$ cat src/accel_i2c_pkg.sv
// Constants shared by the accelerometer serial slave port
package accel_i2c_pkg;
   // Core clock and line filter timing
   localparam int CLK_HZ = 10_000_000;
   localparam int SPIKE_NS = 50;
   localparam int CLK_NS = 1_000_000_000 / CLK_HZ;
   localparam int SPIKE_CYC_RAW = (SPIKE_NS + CLK_NS - 1) / CLK_NS;
   localparam int SPIKE_CYC = (SPIKE_CYC_RAW < 1) ? 1 : SPIKE_CYC_RAW;

   // Slave addresses selected by the straps {high, low}
   localparam logic [6:0] ADDR_STRAP_00 = 7'h1E;
   localparam logic [6:0] ADDR_STRAP_01 = 7'h1D;
   localparam logic [6:0] ADDR_STRAP_10 = 7'h1C;
   localparam logic [6:0] ADDR_STRAP_11 = 7'h1F;

   // Byte framing
   localparam logic [3:0] BITS_PER_BYTE = 4'h8;
   localparam logic [7:0] PTR_RESET = 8'h00;
   localparam logic [7:0] BYTE_RESET = 8'h00;

   typedef enum logic [2:0] {
      ST_IDLE,
      ST_ADDR,
      ST_ACK_ADDR,
      ST_WRITE,
      ST_ACK_WR,
      ST_READ,
      ST_ACK_RD,
      ST_IGNORE
   } port_state_e;
endpackage

$ cat src/accel_i2c_slave_port.sv
// Two-wire serial slave port: framing, addressing, acknowledge, register pointer
`timescale 1ns/10ps
`default_nettype none
// Operation
// - Both lines idle high, nobody holds low
// - Start is data fall while clock high
// - Bus busy from start until stop
// - First byte: seven address bits, direction bit
// - Selected only when address matches own
// - Ninth clock of each byte is acknowledge
// - Transmitter releases data during acknowledge
// - Receiver holds data low through ack high
// - No limit on bytes per transfer
// - Device never stretches the clock
// - Stop is data rise while clock high
// - Repeated start accepts a new address
// - Two straps select one of four addresses
// - Spikes of 50 ns or less ignored
// - Works at 100 kHz and 400 kHz
// - Pointer advances by one per data byte
module accel_i2c_slave_port (
   // Clock and reset
   input wire logic clk,
   input wire logic rst,
   // Bus pins; the clock line is never driven
   input wire logic scl_in,
   input wire logic sda_in,
   output logic sda_out,
   output logic sda_oe,
   // Address straps
   input wire logic addr_strap_high,
   input wire logic addr_strap_low,
   // Register side
   output logic [7:0] reg_ptr,
   output logic [7:0] wr_data,
   output logic wr_strobe,
   input wire logic [7:0] rd_data,
   // Status
   output logic bus_busy,
   output logic selected
);
   logic scl_f;
   logic sda_f;
   logic scl_d_reg;
   logic sda_d_reg;
   logic [1:0] strap_meta_reg;
   logic [1:0] strap_sync_reg;
   logic [6:0] own_addr_reg;
   accel_i2c_pkg::port_state_e state_reg;
   logic [7:0] shift_reg;
   logic [3:0] bit_cnt_reg;
   logic rw_reg;
   logic ptr_loaded_reg;
   logic master_ack_reg;
   logic wr_pend_reg;
   logic scl_rise;
   logic scl_fall;
   logic start_seen;
   logic stop_seen;

   function automatic logic [6:0] strap_addr(input logic [1:0] s);
      case (s)
         2'b00: strap_addr = accel_i2c_pkg::ADDR_STRAP_00;
         2'b01: strap_addr = accel_i2c_pkg::ADDR_STRAP_01;
         2'b10: strap_addr = accel_i2c_pkg::ADDR_STRAP_10;
         default: strap_addr = accel_i2c_pkg::ADDR_STRAP_11;
      endcase
   endfunction

   // Short filter latency leaves room in a fast-mode low phase
   i2c_line_filter #(.STABLE_CYC(accel_i2c_pkg::SPIKE_CYC)) u_scl_filt (
      .clk(clk),
      .rst(rst),
      .line_in(scl_in),
      .line_out(scl_f)
   );

   i2c_line_filter #(.STABLE_CYC(accel_i2c_pkg::SPIKE_CYC)) u_sda_filt (
      .clk(clk),
      .rst(rst),
      .line_in(sda_in),
      .line_out(sda_f)
   );

   // Edge history of the filtered lines
   always_ff @(posedge clk or posedge rst) begin
      if (rst) begin
         scl_d_reg <= 1'b1;
         sda_d_reg <= 1'b1;
      end else begin
         scl_d_reg <= scl_f;
         sda_d_reg <= sda_f;
      end
   end

   assign scl_rise = scl_f & ~scl_d_reg;
   assign scl_fall = ~scl_f & scl_d_reg;
   assign start_seen = scl_f & scl_d_reg & sda_d_reg & ~sda_f;
   assign stop_seen = scl_f & scl_d_reg & ~sda_d_reg & sda_f;

   // Straps are sampled continuously, address only follows them while idle
   always_ff @(posedge clk or posedge rst) begin
      if (rst) begin
         strap_meta_reg <= 2'b00;
         strap_sync_reg <= 2'b00;
         own_addr_reg <= accel_i2c_pkg::ADDR_STRAP_00;
      end else begin
         strap_meta_reg <= {addr_strap_high, addr_strap_low};
         strap_sync_reg <= strap_meta_reg;
         if (state_reg == accel_i2c_pkg::ST_IDLE) begin
            own_addr_reg <= strap_addr(strap_sync_reg);
         end
      end
   end

   // Busy flag spans start to stop
   always_ff @(posedge clk or posedge rst) begin
      if (rst) begin
         bus_busy <= 1'b0;
      end else if (stop_seen) begin
         bus_busy <= 1'b0;
      end else if (start_seen) begin
         bus_busy <= 1'b1;
      end
   end

   // Line driver is open drain: only ever pulls low
   always_ff @(posedge clk or posedge rst) begin
      if (rst) begin
         sda_out <= 1'b0;
      end else begin
         sda_out <= 1'b0;
      end
   end

   // Protocol engine; every drive change happens just after a clock fall,
   // so data is ready long before the next rise and no stretching is needed
   always_ff @(posedge clk or posedge rst) begin
      if (rst) begin
         state_reg <= accel_i2c_pkg::ST_IDLE;
         shift_reg <= accel_i2c_pkg::BYTE_RESET;
         bit_cnt_reg <= '0;
         rw_reg <= 1'b0;
         ptr_loaded_reg <= 1'b0;
         master_ack_reg <= 1'b0;
         wr_pend_reg <= 1'b0;
         sda_oe <= 1'b0;
         selected <= 1'b0;
         reg_ptr <= accel_i2c_pkg::PTR_RESET;
         wr_data <= accel_i2c_pkg::BYTE_RESET;
         wr_strobe <= 1'b0;
      end else begin
         wr_strobe <= 1'b0;
         if (stop_seen) begin
            state_reg <= accel_i2c_pkg::ST_IDLE;
            sda_oe <= 1'b0;
            selected <= 1'b0;
         end else if (start_seen) begin
            state_reg <= accel_i2c_pkg::ST_ADDR;
            bit_cnt_reg <= '0;
            sda_oe <= 1'b0;
            selected <= 1'b0;
         end else begin
            case (state_reg)
               accel_i2c_pkg::ST_ADDR: begin
                  if (scl_rise) begin
                     shift_reg <= {shift_reg[6:0], sda_f};
                     bit_cnt_reg <= bit_cnt_reg + 4'h1;
                  end else if (scl_fall && bit_cnt_reg == accel_i2c_pkg::BITS_PER_BYTE) begin
                     rw_reg <= shift_reg[0];
                     if (shift_reg[7:1] == own_addr_reg) begin
                        selected <= 1'b1;
                        sda_oe <= 1'b1;
                        state_reg <= accel_i2c_pkg::ST_ACK_ADDR;
                     end else begin
                        state_reg <= accel_i2c_pkg::ST_IGNORE;
                     end
                  end
               end
               accel_i2c_pkg::ST_ACK_ADDR: begin
                  if (scl_fall) begin
                     bit_cnt_reg <= '0;
                     if (rw_reg) begin
                        shift_reg <= rd_data;
                        sda_oe <= ~rd_data[7];
                        state_reg <= accel_i2c_pkg::ST_READ;
                     end else begin
                        sda_oe <= 1'b0;
                        ptr_loaded_reg <= 1'b0;
                        wr_pend_reg <= 1'b0;
                        state_reg <= accel_i2c_pkg::ST_WRITE;
                     end
                  end
               end
               accel_i2c_pkg::ST_WRITE: begin
                  if (scl_rise) begin
                     shift_reg <= {shift_reg[6:0], sda_f};
                     bit_cnt_reg <= bit_cnt_reg + 4'h1;
                  end else if (scl_fall && bit_cnt_reg == accel_i2c_pkg::BITS_PER_BYTE) begin
                     sda_oe <= 1'b1;
                     state_reg <= accel_i2c_pkg::ST_ACK_WR;
                     if (!ptr_loaded_reg) begin
                        reg_ptr <= shift_reg;
                        ptr_loaded_reg <= 1'b1;
                     end else begin
                        wr_data <= shift_reg;
                        wr_strobe <= 1'b1;
                        // Strobe is gone by the ack fall, so remember the byte
                        wr_pend_reg <= 1'b1;
                     end
                  end
               end
               accel_i2c_pkg::ST_ACK_WR: begin
                  if (scl_fall) begin
                     sda_oe <= 1'b0;
                     bit_cnt_reg <= '0;
                     state_reg <= accel_i2c_pkg::ST_WRITE;
                     if (wr_pend_reg) begin
                        reg_ptr <= reg_ptr + 8'h01;
                        wr_pend_reg <= 1'b0;
                     end
                  end
               end
               accel_i2c_pkg::ST_READ: begin
                  if (scl_rise) begin
                     bit_cnt_reg <= bit_cnt_reg + 4'h1;
                  end else if (scl_fall) begin
                     if (bit_cnt_reg == accel_i2c_pkg::BITS_PER_BYTE) begin
                        sda_oe <= 1'b0;
                        reg_ptr <= reg_ptr + 8'h01;
                        state_reg <= accel_i2c_pkg::ST_ACK_RD;
                     end else begin
                        shift_reg <= {shift_reg[6:0], 1'b0};
                        sda_oe <= ~shift_reg[6];
                     end
                  end
               end
               accel_i2c_pkg::ST_ACK_RD: begin
                  if (scl_rise) begin
                     master_ack_reg <= ~sda_f;
                  end else if (scl_fall) begin
                     bit_cnt_reg <= '0;
                     if (master_ack_reg) begin
                        shift_reg <= rd_data;
                        sda_oe <= ~rd_data[7];
                        state_reg <= accel_i2c_pkg::ST_READ;
                     end else begin
                        state_reg <= accel_i2c_pkg::ST_IGNORE;
                     end
                  end
               end
               accel_i2c_pkg::ST_IGNORE: begin
                  sda_oe <= 1'b0;
               end
               accel_i2c_pkg::ST_IDLE: begin
                  sda_oe <= 1'b0;
               end
               default: begin
                  state_reg <= accel_i2c_pkg::ST_IDLE;
                  sda_oe <= 1'b0;
               end
            endcase
         end
      end
   end
endmodule
`default_nettype wire

$ cat src/i2c_line_filter.sv
// Two-stage synchroniser followed by a spike filter for one bus line
`timescale 1ns/10ps
`default_nettype none
module i2c_line_filter #(
   parameter int STABLE_CYC = accel_i2c_pkg::SPIKE_CYC
) (
   // Clock and reset
   input wire logic clk,
   input wire logic rst,
   // Line
   input wire logic line_in,
   output logic line_out
);
   localparam int CW = $clog2(STABLE_CYC + 2);
   logic meta_reg;
   logic sync_reg;
   logic [CW-1:0] cnt_reg;

   // First stage feeds only the second stage
   always_ff @(posedge clk or posedge rst) begin
      if (rst) begin
         meta_reg <= 1'b1;
         sync_reg <= 1'b1;
      end else begin
         meta_reg <= line_in;
         sync_reg <= meta_reg;
      end
   end

   // A level must hold longer than a spike before it is passed on
   always_ff @(posedge clk or posedge rst) begin
      if (rst) begin
         cnt_reg <= '0;
         line_out <= 1'b1;
      end else if (sync_reg == line_out) begin
         cnt_reg <= '0;
      end else if (cnt_reg == CW'(STABLE_CYC)) begin
         cnt_reg <= '0;
         line_out <= sync_reg;
      end else begin
         cnt_reg <= cnt_reg + CW'(1);
      end
   end
endmodule
`default_nettype wire
$ cat config.mk
export PLATFORM = sky130hd
export DESIGN_NAME = accel_i2c_slave_port
export DESIGN_NICKNAME = d
export VERILOG_FILES = /design/src/accel_i2c_pkg.sv /design/src/accel_i2c_slave_port.sv /design/src/i2c_line_filter.sv
export SDC_FILE = /design/constraint.sdc
export NUM_CORES = 1
export LEC_CHECK = 0
export BUFFER_PORTS_ARGS = -buffer_cell sky130_fd_sc_hd__buf_4
export CAP_MARGIN = 5
export CORE_UTILIZATION = 55
export DETAILED_ROUTE_END_ITERATION = 7
export HOLD_SLACK_MARGIN = 0.08
export PLACE_DENSITY = 0.77
export SLEW_MARGIN = 20
export SYNTH_ARGS = -nofsm -noshare
export SYNTH_HDL_FRONTEND = slang
export SYNTH_SLANG_ARGS = --single-unit
$ cat constraint.sdc
create_clock -name clk -period 1.9 [get_ports clk]
set_input_delay 0.095 -clock clk [delete_from_list [all_inputs] [get_ports clk]]
set_output_delay 0.095 -clock clk [all_outputs]
set_load 0.03 [all_outputs]
# Word level (Yosys, flattened, before mapping)
# Index checks and enable logic that the tools add are counted.
# word_totals
regBits	62
output_inout_bits	21
elab_cells	207
# op_classes
add_sub_neg	4
n_eq_ne	48
n_mux	81
n_bitwise	18
n_reduce_logical	30
# op_table
op	n
8-bit two-way mux	17
4-bit inequality test (second input constant)	13
3-bit two-way mux	15
12-bit AND reduction	3
1-bit two-way mux	32
2-bit inequality test (second input constant)	16
8-bit one-hot mux with 4 select lines	1
8-bit one-hot mux with 3 select lines	1
3-bit one-hot mux with 6 select lines	1
4-bit two-way mux	4
3-bit nonzero test	5
3-bit equality test (second input constant)	4
4-bit one-hot mux with 3 select lines	1
4-bit AND reduction	3
1-bit inverter	11
11-bit AND reduction	1
2-bit two-way mux	5
9-bit AND reduction	1
8-bit by 1-bit adder with 8-bit output (second input constant)	1
4-bit nonzero test	2
8-bit nonzero test	1
1-bit AND	7
7-bit equality test	1
1-bit one-hot mux with 7 select lines	1
24 further kinds	34

# Logic depth before layout (Yosys ltp)
# logic_depth
word_depth	8
mapped_depth	8
ltp_nobuf	7

# Modules after synthesis
# From an unflattened synthesis, not the netlist that was laid out.
# unflattened
hier_cells	273
area_unflattened_um2	2827.7
# modules_own_cells
module	instances	cells_per_inst	area_each_um2
accel_i2c_slave_port	1	251	2464.9
i2c_line_filter	2	11	181.4

# Least setup slack after synthesis
# Ideal clock, no wire load.
# synth_timing
path_kind	reg-to-reg
startpoint	reg bit_cnt_reg[0]
endpoint	reg wr_data[0]
setup_ns	0.125
arrival_ns	1.592
setup_slack_ns	0.184
path_stages_with_launch	8
path_buffers	1
cell_sequence	dfrtp_1 inv_1 ha_1 nand3b_4 nor2_4 and4_4 buf_8 mux2_2
# synth_via
elab_chain_len	3
# synth_lines
element	line	rtl
start: declaration	accel_i2c_slave_port.sv:51	logic [3:0] bit_cnt_reg;
start signal: assignment	accel_i2c_slave_port.sv:168	bit_cnt_reg <= bit_cnt_reg + 4'h1;
start signal: assignment	accel_i2c_slave_port.sv:198	bit_cnt_reg <= bit_cnt_reg + 4'h1;
start signal: assignment	accel_i2c_slave_port.sv:226	bit_cnt_reg <= bit_cnt_reg + 4'h1;
4-bit equality test	accel_i2c_slave_port.sv:199	end else if (scl_fall && bit_cnt_reg == accel_i2c_pkg::BITS_PER_BYTE) begin
1-bit logical AND	accel_i2c_slave_port.sv:199	
6-bit AND reduction (no source line)	-	
end signal: assignment	accel_i2c_slave_port.sv:150	wr_data <= accel_i2c_pkg::BYTE_RESET;
end signal: assignment	accel_i2c_slave_port.sv:206	wr_data <= shift_reg;
end: declaration	accel_i2c_slave_port.sv:35	output logic [7:0] wr_data,
# Every way passes these cells.
# A chain may end at the register's enable or synchronous reset.

# Worst setup path after layout
# layout_timing
startpoint	reg bit_cnt_reg[1]
endpoint	reg shift_reg[5]
# layout_via
elab_chain_len	3
# layout_lines
element	line	rtl
4-bit equality test	accel_i2c_slave_port.sv:228	if (bit_cnt_reg == accel_i2c_pkg::BITS_PER_BYTE) begin
2-bit inequality test (no source line)	-	
12-bit AND reduction (no source line)	-	
end signal: assignment	accel_i2c_slave_port.sv:197	shift_reg <= {shift_reg[6:0], sda_f};
end signal: assignment	accel_i2c_slave_port.sv:233	shift_reg <= {shift_reg[6:0], 1'b0};
end signal: assignment	accel_i2c_slave_port.sv:244	shift_reg <= rd_data;
end: declaration	accel_i2c_slave_port.sv:50	logic [7:0] shift_reg;
# Every way passes these cells.

==> impl_summary.txt <==
----------------------------------------------------
[STA]
  Setup slack after layout ... about 0.086 ns
  Setup violation total in the final timing report ... 0
  Max Fclk ... roughly 550 MHz
  Portion of the clock cycle consumed by the worst path in the final layout ... 95.5%
  Worst rel slew slack ... approximately two thirds
  Slew at the pin closest to its max-slew limit ... roughly 0.51 ns
  Final setup skew ... approximately 0.012 ns
  Setup repair after global routing missed its margin ... true
  Slew Limit Fails ... 0
  Hold Violations, Final ... 0
  Shortest period the worst path allows ... about 1.8 ns
  Final-layout setup total negative slack ... 0 ns

[Clock tree]
  Maximum clock path buffer count ... 2
  Clock Root Buffer ... clkbuf_8
  Clock transition time at the flip-flop clock pins of the worst setup and hold paths ... around 0.070 ns
  Total CTS buffers ... 9
  Clock latency at the later pin of the worst-skew pair ... between 0.3 and 0.4 ns
  H-tree depth ... 3
  Clock net sink count ... between 50 and 60
  Clock tree from TritonCTS ... yes

[Global routing]
  Vias in the first global route ... between 2000 and 2500
  GRT busiest layer ... met2
  GRT met1 Usage ... 35.1%
  Met3 demand-to-capacity share in global routing ... ~5.6%
  Initial antenna violation count ... 0
  GR Overflow Total ... 0
  GRT met2 Usage ... about 39%
  Wire length of the first global-routing pass ... 10800 um
  Pin count of the biggest net entering global routing ... 35
  Combined global-route utilization of all metal layers ... a little over a quarter

[Status]
  Run status ... complete, no violations

[Cells and area]
  Proportion of layout cells with a drive suffix above 1 ... 32.3%
  Final-stage net count ... about 370
  Final Core Density ... approximately 70%
  Non-filler cells, final ... between 400 and 500
  Commonest non-fill, non-tap cell in the layout ... buf_4
  Area growth from synthesis to layout ... 25.3%
  N_diodes ... 0
  Most used cells in the layout excluding fill and tap cells ... buf_4, dfrtp_1, nand2_1, nor2_1, a21oi_1

[Placed design]
  I/O Buffers ... 33
  Placed instance count ... 406
  Detailed-placement wirelength estimate ... 4720 um
  Weighted congestion reported at the end of routability-driven placement ... between 0.9 and 1
  Worst slack after detailed placement ... -0.0368 ns

[Die]
  Initial Utilization ... between 50% and 60%
  Core outline area ... between 5000 and 6000 um2
  Site row count ... 26
  # IOs ... 35
  Width of the die ... 75.2 um
  DIE AREA ... ~5700 um2
  Y dimension of the die ... 75.2 um

[Logic synthesis]
  Number of synthesized flops with an enable pin ... 0
  Netlist area before placement ... ~2900 um2
  Synth cell types ... 57
  Register bit count reported by yosys ... 57
  Main flop type after synthesis ... dfrtp_1
  Yosys synthesis warning count ... 0
  Fraction of registers with async set/reset ... 100%
  Syn Area/Cell ... between 10 and 15 um2
  Sequential area share after synthesis ... slightly below 50%
  Post-synthesis net count ... 309
  Number of instances in the synthesized netlist ... 290

[Setup path]
  Data arrival at the endpoint of the critical path ... 2.02 ns
  Required time of the worst setup path ... roughly 2.1 ns
  Capturing element type of the critical path ... register
  Type of origin of the critical path ... register
  Critical-path maximum fanout ... 8
  Startpoint-to-endpoint class of the critical path ... register to register

[Drt]
  Initial detailed-routing violation count ... around 250
  Number of detailed-route iterations in the first pass ... 6
  Detailed-route via count ... between 2000 and 2500
  Drc violations ... 0
  Total wire length ... between 6000 and 7000 um
  Routed via count divided by cell count ... 5.71
  Detail Route Antenna Nets ... 0
  Routed wire length per instance ... 15.7 um

[Power and ir drop]
  VDD IR max ... ~790 uV
  Pwr per Cell Area ... between 1500 and 2000 nW/um2
  Standby leakage power ... 0.00173 uW

[Min path]
  Worst hold path type ... primary input to register

[Job]
  Maximum capacitance violations ... 0

----------------------------------------------------
-- metrics by stage --
stage	power [uW]	hold WS [ns]	cell area (um2)
floorplan	3770	0.0995	2950
global placement	4600	0.161	3400
detailed placement	4670	0.169	3400
CTS	5930	0.0883	3670
global route	6370	0.105	3690
finish	5980	0.0944	3690
-- path summary, 6_finish.rpt --
| check | from | endpoint | slack, ns | cells past startpoint |
|---|---|---|---|---|
| max | bit_cnt_reg[1] | shift_reg[5] | 0.09 | 7 |
| min | rd_data[1] | shift_reg[1] | 0.09 | 4 |
| max reg2reg | bit_cnt_reg[1] | shift_reg[5] | 0.09 | 7 |
| min reg2reg | strap_meta_reg[0] | strap_sync_reg[0] | 0.35 | 0 |
| max in group asynchronous | rst | own_addr_reg[1] | 0.92 | 4 |
| min in group asynchronous | rst | u_sda_filt.cnt_reg[0] | 0.36 | 3 |
-- cell type report --
type,instances,area [um2]
clock buffers,11,131
clock inverters,5,78.8
fillers,388,1450
inverters,11,41.3
multi-input cells,207,1360
flip-flops and latches,57,1440
well taps,70,87.6
repair buffers,68,551
-- report_power, final --
group          total (uW)  switching (uW)  internal [uW]
clock network        1220             484            739
registers            2010             397           1610
logic                2750            1520           1230
-- per-layer routing --
layer / up-vias / routed length (um)
met5: - / 0
met4: 0 / 215
li1: 1156 / -
met3: 25 / 357
met1: 1166 / 3010
met2: 102 / 3150
-- repair_timing --
action,4_1_cts,5_1_grt
gates cloned,0,0
hold buffers,6,0
setup endpoints to repair,8,16
endpoints found under the hold margin,20,0
buffers inserted,0,1
pin swaps,0,1
resized for setup,1,5
-- cell usage after synthesis, types with 2 or more instances --
master / count / area [um2]
nand2b_1: 7 / 43.8
nand2_1: 31 / 116
buf_2: 4 / 20.0
xor2_1: 2 / 17.5
o22a_1: 5 / 43.8
dfstp_2: 9 / 236
o31ai_1: 4 / 30.0
o22ai_1: 3 / 18.8
nand3_1: 5 / 25.0
buf_4: 4 / 30.0
buf_6: 4 / 45.0
dfrtp_1: 48 / 1200
a21oi_1: 22 / 110
and2_1: 2 / 12.5
mux2i_1: 2 / 20.0
nand4_1: 3 / 18.8
nor2_1: 26 / 97.6
o21ai_0: 19 / 95.1
a31oi_1: 7 / 43.8
xnor2_1: 3 / 26.3
mux2_1: 8 / 90.1
inv_1: 11 / 41.3
nor2b_1: 3 / 18.8
nor3_1: 7 / 35.0
clkbuf_1: 2 / 7.51
a211o_1: 2 / 17.5
ha_1: 5 / 62.6
mux2_2: 13 / 146
-- logic make-up (layout without fill, tap and decap cells) --
group                      after synthesis  count (layout)  synth area share (%)
AOI/OAI and AO/OA                       75              75                  16.2
buffers and inverters                   26              95                  5.39
other                                    1               1                 0.127
muxes                                   23              23                  8.70
DFF                                     57              57                  48.8
and+or+nand+nor                         98              98                  17.2
xor gates and xnor gates                 5               5                  1.49
adders and majority gates                5               5                  2.12
-- worst max-delay path, cell delays in order, from the launching register on --
cell,delay [ns]
dfrtp_1,0.40
inv_1,0.06
ha_1,0.21
nand3b_4,0.13
a31oi_1,0.10
o22ai_1,0.14
o21a_2,0.29
mux2_1,0.36
No activity file was read; power rests on OpenSTA's default activity.
